$ cat src/verilog/fsled_pkg.sv
/*
 Package for the fieldbus state and error LED indicator: state codes,
 pattern selections and timing constants.
 Assumes a 25 MHz system clock.
*/
package fsled_pkg;

	// ------------------------------------------------------------
	// Timing
	// ------------------------------------------------------------
	localparam int unsigned CLK_HZ        = 25000000;
	localparam int unsigned TICK_MS       = 1;
	localparam int unsigned TICK_CYC      = CLK_HZ / 1000 * TICK_MS;
	localparam int unsigned BLINK_MS      = 200;   // 2.5 Hz half period
	localparam int unsigned FLICK_MS      = 50;    // 10 Hz half period
	localparam int unsigned LONG_OFF_MS   = 1000;  // Pause after flashes
	localparam int unsigned ACT_MS        = 50;    // Link activity flicker half period
	localparam logic [7:0]  CHANGE_ERR    = 8'h01; // Status change flag value for error

	// ------------------------------------------------------------
	// Slave communication states
	// ------------------------------------------------------------
	typedef enum logic [2:0]
	{
		FSLED_ST_BOOT   = 3'h0,
		FSLED_ST_INIT   = 3'h1,
		FSLED_ST_PREOP  = 3'h2,
		FSLED_ST_BOOTST = 3'h3,
		FSLED_ST_SAFEOP = 3'h4,
		FSLED_ST_OP     = 3'h5
	} fsled_state_t;

	// Pattern selection, one-hot
	typedef enum logic [6:0]
	{
		PAT_OFF    = 7'h01,
		PAT_ON     = 7'h02,
		PAT_BLINK  = 7'h04,
		PAT_FLICK  = 7'h08,
		PAT_SINGLE = 7'h10,
		PAT_DOUBLE = 7'h20,
		PAT_SPARE  = 7'h40
	} fsled_pat_t;

	// Error inputs from the slave controller
	typedef struct packed
	{
		logic       pdi_wdog;   // Process data interface watchdog expired
		logic       cfg_err;    // General configuration error
		logic       app_wdog;   // Application watchdog expired
		logic [7:0] change;     // Status change flag
	} fsled_err_t;

endpackage

$ cat src/verilog/fsled_indicator.sv
/*
 Fieldbus state / error LED pattern generator with two link/activity LEDs.
 Assumes state and error inputs come from logic on mclk_i; link inputs are
 pins and are synchronised here. LEDs are active high.
*/
`timescale 1ns/1ps

// Summary of operation
// - Status LED steady on while state is operational.
// - Pre-operational blinks status LED 200 ms on, 200 ms off.
// - Safe-operational gives single flash: 200 ms on, 1000 ms off.
// - Booting, bootstrap or firmware download flickers status LED 50/50 ms.
// - Status LED dark in init state.
// - Process data watchdog timeout lights error LED steadily.
// - Configuration error blinks error LED 200 ms on, 200 ms off.
// - Init reached with change flag 0x01 flickers error LED 50/50 ms.
// - Autonomous state change with flag 0x01 gives single red flash.
// - Application watchdog timeout gives red double flash then 1000 ms off.
// - Link LED on for idle link, flickers with traffic, off when invalid.
module fsled_indicator
	import fsled_pkg::*;
(
	input  wire logic         mclk_i,
	input  wire logic         rstn_i,
	input  wire fsled_state_t state_i,
	input  wire logic         fw_download_i,
	input  wire fsled_err_t   err_i,
	input  wire logic [1:0]   link_valid_i,
	input  wire logic [1:0]   link_traffic_i,
	output logic              status_led_o,
	output logic              error_led_o,
	output logic              link_activity_in_indicator_o,
	output logic              link_activity_out_indicator_o
);

	// ------------------------------------------------------------
	// Millisecond tick
	// ------------------------------------------------------------
	logic [14:0] pre_r;
	logic        tick_ms;

	assign tick_ms = (pre_r == 15'(TICK_CYC - 1));

	// Prescaler from the system clock
	always_ff @(posedge mclk_i or negedge rstn_i)
	begin
		if (!rstn_i)
			pre_r <= 15'h0000;
		else
			pre_r <= tick_ms ? 15'h0000 : pre_r + 15'h0001;
	end

	// ------------------------------------------------------------
	// Pattern phase decoding, shared by both LEDs
	// ------------------------------------------------------------
	// Level of a pattern at millisecond position ms within its period
	function automatic logic pat_level(input fsled_pat_t p, input logic [10:0] ms);
		logic lvl;
		lvl = 1'b0;
		case (p)
			PAT_ON:     lvl = 1'b1;
			PAT_BLINK:  lvl = (ms < 11'(BLINK_MS));
			PAT_FLICK:  lvl = (ms < 11'(FLICK_MS));
			PAT_SINGLE: lvl = (ms < 11'(BLINK_MS));
			PAT_DOUBLE: lvl = (ms < 11'(BLINK_MS))
					|| (ms >= 11'(2 * BLINK_MS) && ms < 11'(3 * BLINK_MS));
			default:    lvl = 1'b0;
		endcase
		return lvl;
	endfunction

	// Period length minus one, in ms
	function automatic logic [10:0] pat_last(input fsled_pat_t p);
		logic [10:0] n;
		n = 11'h000;
		case (p)
			PAT_BLINK:  n = 11'(2 * BLINK_MS - 1);
			PAT_FLICK:  n = 11'(2 * FLICK_MS - 1);
			PAT_SINGLE: n = 11'(BLINK_MS + LONG_OFF_MS - 1);
			PAT_DOUBLE: n = 11'(3 * BLINK_MS + LONG_OFF_MS - 1);
			default:    n = 11'h000;
		endcase
		return n;
	endfunction

	// ------------------------------------------------------------
	// Pattern selection
	// ------------------------------------------------------------
	fsled_pat_t grn_sel;
	fsled_pat_t red_sel;
	logic       chg_err;

	assign chg_err = (err_i.change == CHANGE_ERR);

	// Green from communication state; download overrides the state
	assign grn_sel = fw_download_i                 ? PAT_FLICK  :
			 (state_i == FSLED_ST_OP)      ? PAT_ON     :
			 (state_i == FSLED_ST_PREOP)   ? PAT_BLINK  :
			 (state_i == FSLED_ST_SAFEOP)  ? PAT_SINGLE :
			 (state_i == FSLED_ST_INIT)    ? PAT_OFF    :
			 PAT_FLICK;

	// Red by fixed priority; steady-on wins so a dead controller is never hidden
	assign red_sel = err_i.pdi_wdog                          ? PAT_ON     :
			 err_i.cfg_err                           ? PAT_BLINK  :
			 (chg_err && state_i == FSLED_ST_INIT)   ? PAT_FLICK  :
			 chg_err                                 ? PAT_SINGLE :
			 err_i.app_wdog                          ? PAT_DOUBLE :
			 PAT_OFF;

	// ------------------------------------------------------------
	// Phase counters, one per colour
	// ------------------------------------------------------------
	fsled_pat_t  cur_r   [2];
	logic [10:0] ms_r    [2];
	fsled_pat_t  sel     [2];
	logic [1:0]  led_nxt;
	logic [1:0]  led_r;

	assign sel[0] = grn_sel;
	assign sel[1] = red_sel;

	generate
		for (genvar g = 0; g < 2; g++)
		begin : g_col
			// Restart at zero on a new selection, else wrap at the period end
			always_ff @(posedge mclk_i or negedge rstn_i)
			begin
				if (!rstn_i)
				begin
					cur_r[g] <= PAT_OFF;
					ms_r[g]  <= 11'h000;
				end
				else if (sel[g] != cur_r[g])
				begin
					cur_r[g] <= sel[g];
					ms_r[g]  <= 11'h000;
				end
				else if (tick_ms)
					ms_r[g] <= (ms_r[g] >= pat_last(cur_r[g])) ? 11'h000
						: ms_r[g] + 11'h001;
			end

			assign led_nxt[g] = (sel[g] == cur_r[g]) && pat_level(cur_r[g], ms_r[g]);

			always_ff @(posedge mclk_i or negedge rstn_i)
			begin
				if (!rstn_i)
					led_r[g] <= 1'b0;
				else
					led_r[g] <= led_nxt[g];
			end
		end
	endgenerate

	assign status_led_o = led_r[0];
	assign error_led_o  = led_r[1];

	// ------------------------------------------------------------
	// Link / activity LEDs
	// ------------------------------------------------------------
	logic [1:0] lv_m_r;
	logic [1:0] lv_r;
	logic [1:0] lt_m_r;
	logic [1:0] lt_r;
	logic [5:0] act_ms_r;
	logic       act_ph_r;
	logic [1:0] lnk_r;
	logic [1:0] lnk_nxt;

	// Pin inputs pass two flops before use
	always_ff @(posedge mclk_i or negedge rstn_i)
	begin
		if (!rstn_i)
		begin
			lv_m_r <= 2'h0;
			lv_r   <= 2'h0;
			lt_m_r <= 2'h0;
			lt_r   <= 2'h0;
		end
		else
		begin
			lv_m_r <= link_valid_i;
			lv_r   <= lv_m_r;
			lt_m_r <= link_traffic_i;
			lt_r   <= lt_m_r;
		end
	end

	// Free-running flicker phase, shared so both ports flicker together
	always_ff @(posedge mclk_i or negedge rstn_i)
	begin
		if (!rstn_i)
		begin
			act_ms_r <= 6'h00;
			act_ph_r <= 1'b0;
		end
		else if (tick_ms)
		begin
			act_ms_r <= (act_ms_r == 6'(ACT_MS - 1)) ? 6'h00 : act_ms_r + 6'h01;
			if (act_ms_r == 6'(ACT_MS - 1))
				act_ph_r <= ~act_ph_r;
		end
	end

	assign lnk_nxt = lv_r & (~lt_r | {2{act_ph_r}});

	always_ff @(posedge mclk_i or negedge rstn_i)
	begin
		if (!rstn_i)
			lnk_r <= 2'h0;
		else
			lnk_r <= lnk_nxt;
	end

	assign link_activity_in_indicator_o  = lnk_r[0];
	assign link_activity_out_indicator_o = lnk_r[1];

	// ------------------------------------------------------------
	// Checks
	// ------------------------------------------------------------
	AST_OP_ON: assert property (@(posedge mclk_i) disable iff (!rstn_i)
		(state_i == FSLED_ST_OP && !fw_download_i)[*2] |=> status_led_o)
		else $error("status LED not lit in operational");
	AST_INIT_OFF: assert property (@(posedge mclk_i) disable iff (!rstn_i)
		(state_i == FSLED_ST_INIT && !fw_download_i) |=> !status_led_o)
		else $error("status LED lit in init");
	AST_PREOP_SEL: assert property (@(posedge mclk_i) disable iff (!rstn_i)
		(state_i == FSLED_ST_PREOP && !fw_download_i) |-> grn_sel == PAT_BLINK)
		else $error("preop pattern wrong");
	AST_SAFEOP_SEL: assert property (@(posedge mclk_i) disable iff (!rstn_i)
		(state_i == FSLED_ST_SAFEOP && !fw_download_i) |-> grn_sel == PAT_SINGLE)
		else $error("safeop pattern wrong");
	AST_DL_FLICK: assert property (@(posedge mclk_i) disable iff (!rstn_i)
		fw_download_i |-> grn_sel == PAT_FLICK)
		else $error("download pattern wrong");
	AST_PDI_ON: assert property (@(posedge mclk_i) disable iff (!rstn_i)
		err_i.pdi_wdog[*2] |=> error_led_o)
		else $error("error LED not steady on watchdog");
	AST_CFG_SEL: assert property (@(posedge mclk_i) disable iff (!rstn_i)
		(err_i.cfg_err && !err_i.pdi_wdog) |-> red_sel == PAT_BLINK)
		else $error("config error pattern wrong");
	AST_BOOT_SEL: assert property (@(posedge mclk_i) disable iff (!rstn_i)
		(chg_err && state_i == FSLED_ST_INIT && !err_i.pdi_wdog && !err_i.cfg_err)
		|-> red_sel == PAT_FLICK)
		else $error("boot error pattern wrong");
	AST_CHG_SEL: assert property (@(posedge mclk_i) disable iff (!rstn_i)
		(chg_err && state_i != FSLED_ST_INIT && !err_i.pdi_wdog && !err_i.cfg_err)
		|-> red_sel == PAT_SINGLE)
		else $error("autonomous change pattern wrong");
	AST_APP_SEL: assert property (@(posedge mclk_i) disable iff (!rstn_i)
		(red_sel == PAT_DOUBLE) |-> err_i.app_wdog && !chg_err)
		else $error("double flash without app watchdog");
	AST_APP_DBL: assert property (@(posedge mclk_i) disable iff (!rstn_i)
		(err_i.app_wdog && !err_i.pdi_wdog && !err_i.cfg_err && !chg_err)
		|-> red_sel == PAT_DOUBLE)
		else $error("app watchdog pattern wrong");
	AST_NO_ERR: assert property (@(posedge mclk_i) disable iff (!rstn_i)
		(!err_i.pdi_wdog && !err_i.cfg_err && !chg_err && !err_i.app_wdog) |=> !error_led_o)
		else $error("error LED lit with no error");
	AST_RESTART: assert property (@(posedge mclk_i) disable iff (!rstn_i)
		(sel[0] != cur_r[0]) |=> ms_r[0] == 11'h000)
		else $error("pattern did not restart");
	AST_LINK_OFF: assert property (@(posedge mclk_i) disable iff (!rstn_i)
		!lv_r[0] |=> !link_activity_in_indicator_o)
		else $error("link LED lit on invalid link");

	COV_OP:     cover property (@(posedge mclk_i) status_led_o && state_i == FSLED_ST_OP);
	COV_DOUBLE: cover property (@(posedge mclk_i) cur_r[1] == PAT_DOUBLE && ms_r[1] == 11'(2 * BLINK_MS));
	COV_SINGLE: cover property (@(posedge mclk_i) cur_r[0] == PAT_SINGLE && ms_r[0] == 11'(BLINK_MS));
	COV_ACT:    cover property (@(posedge mclk_i) lt_r[1] && lv_r[1] && !lnk_r[1]);

endmodule

$ cat config.mk
export PLATFORM = sky130hd
export DESIGN_NAME = fsled_indicator
export DESIGN_NICKNAME = d
export VERILOG_FILES = /design/src/verilog/fsled_pkg.sv /design/src/verilog/fsled_indicator.sv
export SDC_FILE = /design/constraint.sdc
export NUM_CORES = 1
export LEC_CHECK = 0
export ABC_AREA = 1
export BUFFER_PORTS_ARGS = -buffer_cell sky130_fd_sc_hd__buf_2
export CAP_MARGIN = 10
export CORE_UTILIZATION = 64
export CTS_CLUSTER_SIZE = 14
export DETAILED_ROUTE_END_ITERATION = 8
export GPL_ROUTABILITY_DRIVEN = 0
export PLACE_DENSITY = 0.83
export SETUP_SLACK_MARGIN = 0.05
export SLEW_MARGIN = 20
export SYNTH_ARGS = -nofsm -noshare
export SYNTH_HDL_FRONTEND = slang
export SYNTH_SLANG_ARGS = --single-unit
$ cat constraint.sdc
create_clock -name mclk_i -period 4.7 [get_ports mclk_i]
set_input_delay 0.47 -clock mclk_i [delete_from_list [all_inputs] [get_ports mclk_i]]
set_output_delay 0.47 -clock mclk_i [all_outputs]
set_load 0.05 [all_outputs]
## Word level (Yosys, flattened, before mapping)

Cells that the tools add are included.
Widths: inputs -> output; s select.

| word-level totals | value |
|---|---|
| register bits after elaboration | 70 |
| bits in latches | 0 |
| memory bits (writable) | 0 |
| memory bits (read-only) | 0 |
| output and inout port bits | 4 |
| word-level logic and storage cells | 91 |
| memories kept | 0 |

| cells by class | value |
|---|---|
| $add $sub $neg | 4 |
| multiply operators | 0 |
| div/mod/pow operators | 0 |
| magnitude comparators | 10 |
| equality and inequality tests | 21 |
| shifts and indexed selects | 0 |
| mux-type cells | 26 |
| bitwise logic cells | 4 |
| reductions and logical operators | 12 |

Operator list:

| cell | count |
|---|---|
| $mux 11 | 10 |
| $pmux 11 s4 | 2 |
| $mux 6 | 6 |
| $add 11x1->11 const B | 2 |
| $ge 11x11->1 | 2 |
| $ge 11x9->1 const B | 2 |
| $lt 11x10->1 const B | 2 |
| $lt 11x6->1 const B | 2 |
| $lt 11x8->1 const B | 2 |
| $mux 5 | 4 |
| $add 15x1->15 const B | 1 |
| $eq 15x15->1 const B | 1 |
| $mux 15 | 1 |
| $eq 7x2->1 const B | 2 |
| $eq 7x3->1 const B | 2 |
| $eq 7x4->1 const B | 2 |
| $eq 7x5->1 const B | 2 |
| $eq 7x6->1 const B | 2 |
| $eq 8x1->1 const B | 1 |
| $pmux 1 s4 | 2 |
| $eq 5x7->1 | 1 |
| $eq 6x7->1 | 1 |
| $ne 5x7->1 | 1 |
| $ne 6x7->1 | 1 |
| other kinds (15) | 23 |

## Depth between registers and ports, before layout

| depth | value |
|---|---|
| depth after elaboration | 12 |
| mapped depth | 21 |

## Worst setup path after synthesis

Ideal clock, no wire load.

| path | value |
|---|---|
| path kind | flip-flop to flip-flop |
| from | register cur_r[7] in the netlist's numbering |
| to | register ms_r[18] in the netlist's numbering |
| data arrival time | 2.297 ns |
| required time | 4.629 ns |
| slack | 2.331 ns |
| cell stages (with the launch flop) | 13 |
| path buffers | 0 |
| path through | dfstp_2 nor2_1 nor3b_1 a21boi_0 nand2_1 ha_1 o21ai_0 a21boi_0 o21ai_0 nand2_1 o21ai_0 inv_1 nor2_1 |

| between the ends | value |
|---|---|
| cells in the longest elaborated chain, start to end | 8 |
| elaborated cells on any way between the ends | 13 |
| those cells by class | order compare: 1; eq/ne: 5; mux: 6; reduce/logical: 1 |

Ends and longest elaborated chain:

| element | RTL line | text |
|---|---|---|
| start, declared | fsled_indicator.sv:114 | `fsled_pat_t cur_r [2];` |
| start signal, assigned by index | fsled_indicator.sv:136 | `cur_r[g] <= sel[g];` |
| $eq 7x6->1, or another cell as far along | fsled_indicator.sv:76 | `case (p)` |
| $pmux 11 s4 | fsled_indicator.sv:76 |  |
| $mux 11 | fsled_indicator.sv:139 | `else if (tick_ms)` |
| $mux 11 | fsled_indicator.sv:134 | `else if (sel[g] != cur_r[g])` |
| $ge 11x11->1 | fsled_indicator.sv:140 | `ms_r[g] <= (ms_r[g] >= pat_last(cur_r[g])) ? 11'h000` |
| $mux 11 | fsled_indicator.sv:140 |  |
| $mux 11 | fsled_indicator.sv:139 |  |
| $mux 11 | fsled_indicator.sv:134 |  |
| end signal, assigned by index | fsled_indicator.sv:140 |  |
| end, declared | fsled_indicator.sv:115 | `logic [10:0] ms_r [2];` |

Several ways; a longest one is shown, not always the timed one. The select of a mux whose other input is x is not followed.
A chain may end at the register's enable or synchronous reset.

## Worst setup path after layout

Same ends and word-level chain as after synthesis.

==> impl_metrics.py <==
metrics = {
    "outcome": {
        "outcome": "finished clean",
    },
    "timing": {
        "rsz0062_at_grt": "no",
        "fin_crit_ps": 2900,
        "hold_viol": 0,
        "slew_headroom_pct": 32.7,
        "period_share_pct": 61.7,
        "maxSlewViolCount": 0,
        "worst_slew_pin_slew_ps": 1010,
        "finalClockSkew_ps": 13.2,
        "setup_tns_ps": 0,
        "max_freq_ghz": 0.345,
        "setup-violations-final": 0,
    },
    "cts": {
        "tritoncts": "built",
        "cts_made_buffers": 9,
        "clk_pin_slew_ps": 80,
        "clockBufferDepth": 2,
        "cts_sinks": 67,
        "cts_resized": 0,
        "htree_num_levels": 3,
        "clock-root-buffer": "clkbuf_8",
        "postCtsSetupBuffers": 0,
        "insertion_delay_ps": 350,
        "ctsHoldBuffers": 0,
    },
    "worst_setup_path": {
        "cp-start-kind": "flip-flop",
        "crit_arrival_ps": 3190,
        "crit_family": "compound AO/OA/AOI/OAI gates",
        "crit_buf_inv": 1,
        "cp_max_fo": 5,
        "max_stage_delay_ps": 540,
        "required_ps": 4990,
        "cpMaxStageDelayCell": "dfstp_2",
        "end_kind": "flip-flop",
        "path_cells": "nor2_1, nor3b_1, a21boi_0, nand2_1, ha_1, o21ai_0, a21boi_0, o21ai_0, nand2_1, o21ai_0, inv_1, nor2_1",
        "worstSetupPathType": "flip-flop to flip-flop",
        "path_common_cell": "o21ai_0",
    },
    "grt": {
        "met3_usage_pct": 5.49,
        "grtUsageMet2_pct": 51.1,
        "met1_usage_pct": 32.1,
        "grt_max_degree": 68,
        "grt_busiest_layer": "met2",
        "antenna_found_initial": 0,
        "grt_usage_pct": 28.1,
        "grt_pass1_wl_um": 16300,
        "grt_pass1_vias": 3808,
        "grt_overflow": 0,
    },
    "die": {
        "die_y_um": 85.7,
        "die_area_mm2": 0.00735,
        "core-area_mm2": 0.00679,
        "rows": 30,
        "initial_core_util_pct": 66.0,
        "die_w_um": 85.7,
        "io_pins": 25,
    },
    "placed_design": {
        "port_buffers": 24,
        "postPlaceCellArea_mm2": 0.00466,
        "post-dp-hpwl_um": 6970,
        "dp_cells": 717,
    },
    "finish": {
        "finalNetCount": 678,
        "num_antenna_cells": 0,
        "seqCellArea_mm2": 0.00168,
        "drive_above_1_share_pct": 15.9,
        "nFillCells": 536,
        "multi_input_area_mm2": 0.00231,
        "syn_to_final_growth_pct": 8.90,
        "instances_no_fill": 733,
        "fin_util_pct": 71.9,
        "finalInstanceArea_mm2": 0.00488,
    },
    "logic_synthesis": {
        "synthXorXnorAreaFrac_pct": 4.88,
        "synthMuxAreaShare_pct": 0.446,
        "yosysTopAreaCellShare_pct": 36.3,
        "synth_top_area_cell": "dfrtp_1",
        "synthAdderAreaFrac_pct": 6.98,
        "synth-edff-count": 0,
        "ys_ff_latch": 67,
        "synth_cell_types": 43,
        "synth_top_family_by_area": "simple AND/OR/NAND/NOR gates",
        "synthArstFlopShare_pct": 100,
        "synthesis.area_mm2": 0.00448,
        "yosysWarnings": 0,
        "synth_flop_cell": "dfrtp_1",
        "synthTopCellsByArea": "dfrtp_1, nand2_1, inv_1",
        "syn_inst": 605,
        "syn_nets": 651,
        "synth_area_per_cell_um2": 7.41,
        "synthSimpleGateAreaFrac_pct": 32.0,
        "ys_seq_area_share_pct": 37.4,
        "synth_compound_area_share_pct": 7.20,
    },
    "drt": {
        "wirelength_um": 9660,
        "post_drt_via_cell_ratio": 5.50,
        "vias": 4031,
        "wl_per_cell_um": 13.2,
        "ant_nets": 0,
        "drt_pass1_iterations": 5,
        "first_iter_violations": 239,
        "drcViolationCount": 0,
    },
    "power_and_ir_drop": {
        "p_leak_uw": 0.00259,
        "ir_worst_vdd_mv": 0.188,
        "power.density_mw_per_mm2": 253,
    },
    "run": {
        "drv_cap": 0,
    },
    "worst_hold_path": {
        "hold_class": "primary input to flip-flop",
    },
}
[routing by layer]
layer / up-vias / wire length (um)
met2: 145 / 4950
met3: 38 / 457
li1: 1963 / -
met4: 0 / 270
met5: - / 0
met1: 1885 / 3990
[cells by family (layout without fill, tap and decap cells)]
group | count (synthesis) | after routing
adders and majority gates | 25 | 25
buffers and inverters | 123 | 155
xor gates and xnor gates | 25 | 25
muxes | 2 | 2
and+or+nand+nor | 309 | 309
DFF | 67 | 67
AOI/OAI and AO/OA | 54 | 54
[registers in the layout (all words and copies together), names as in the netlist]
name / flops
ms_r: 22
pre_r: 15
cur_r: 11
act_ms_r: 6
lnk_r: 2
lt_m_r: 2
lt_r: 2
lv_m_r: 2
lv_r: 2
act_ph_r: 1
error_led_o: 1
status_led_o: 1
[layout by cell type (no fill, tap or decap), types with 3 or more instances in the layout]
cell / netlist / layout
a21boi_0: 4 / 4
a21oi_1: 15 / 15
a21oi_2: 5 / 5
buf_2: 4 / 24
clkbuf_8: 0 / 12
dfrtp_1: 65 / 65
ha_1: 25 / 25
inv_1: 93 / 93
inv_2: 20 / 20
nand2_1: 121 / 121
nand2_2: 17 / 17
nand3_1: 45 / 45
nand3_2: 3 / 3
nand3b_1: 4 / 4
nand4_1: 16 / 16
nor2_1: 65 / 65
nor2_2: 7 / 7
nor2_4: 3 / 3
nor3_1: 15 / 15
nor4_1: 4 / 4
o21ai_0: 17 / 17
xnor2_1: 3 / 3
xor2_1: 22 / 22
[power by group]
part / internal (uW) / total, uW / switching [uW]
Clock: 292 / 520 / 228
Combinational: 37.1 / 125 / 87.6
Sequential: 586 / 591 / 4.80
Total: 915 / 1240 / 320
[Yosys cell counts (4+ instances only)]
library cell  number
o21ai_0           17
nand3b_1           4
buf_2              4
a21boi_0           4
nand2_2           17
nor3_1            15
nor4_1             4
nand3_1           45
nand2_1          121
nor2_1            65
inv_2             20
nor2_2             7
a21oi_2            5
a21oi_1           15
xor2_1            22
inv_1             93
nand4_1           16
ha_1              25
dfrtp_1           65
[layout make-up]
| cell class | instances | area share, % |
|---|---|---|
| Clock inverter | 4 | 1.13 |
| Inverter | 114 | 8.76 |
| Sequential cell | 67 | 34.4 |
| Multi-Input combinational cell | 415 | 47.3 |
| Clock buffer | 12 | 3.38 |
| Tap cell | 96 | 2.46 |
| Timing Repair Buffer | 25 | 2.61 |
[final timing paths]
check,start,endpoint,slack [ps],cells past startpoint
worst max-delay path,cur_r[7],ms_r[18],1800,12
worst min-delay path,link_valid_i[0],lv_m_r[0],220,1
worst max register to register,cur_r[7],ms_r[18],1800,12
worst min register to register,lv_m_r[1],lv_r[1],350,0
max in group asynchronous,rstn_i,ms_r[9],3860,2
min in group asynchronous,rstn_i,pre_r[10],290,2
[through the flow]
stage	power, uW	setup WS (ps)	hold WS [ps]
2_1_floorplan	685	2330	174
3_3_place_gp	721	2030	333
3_5_place_dp	726	1930	335
4_1_cts	1240	1870	210
5_1_grt	1280	1570	202
6_report	1240	1800	219
(Power assumes the default switching activity.)
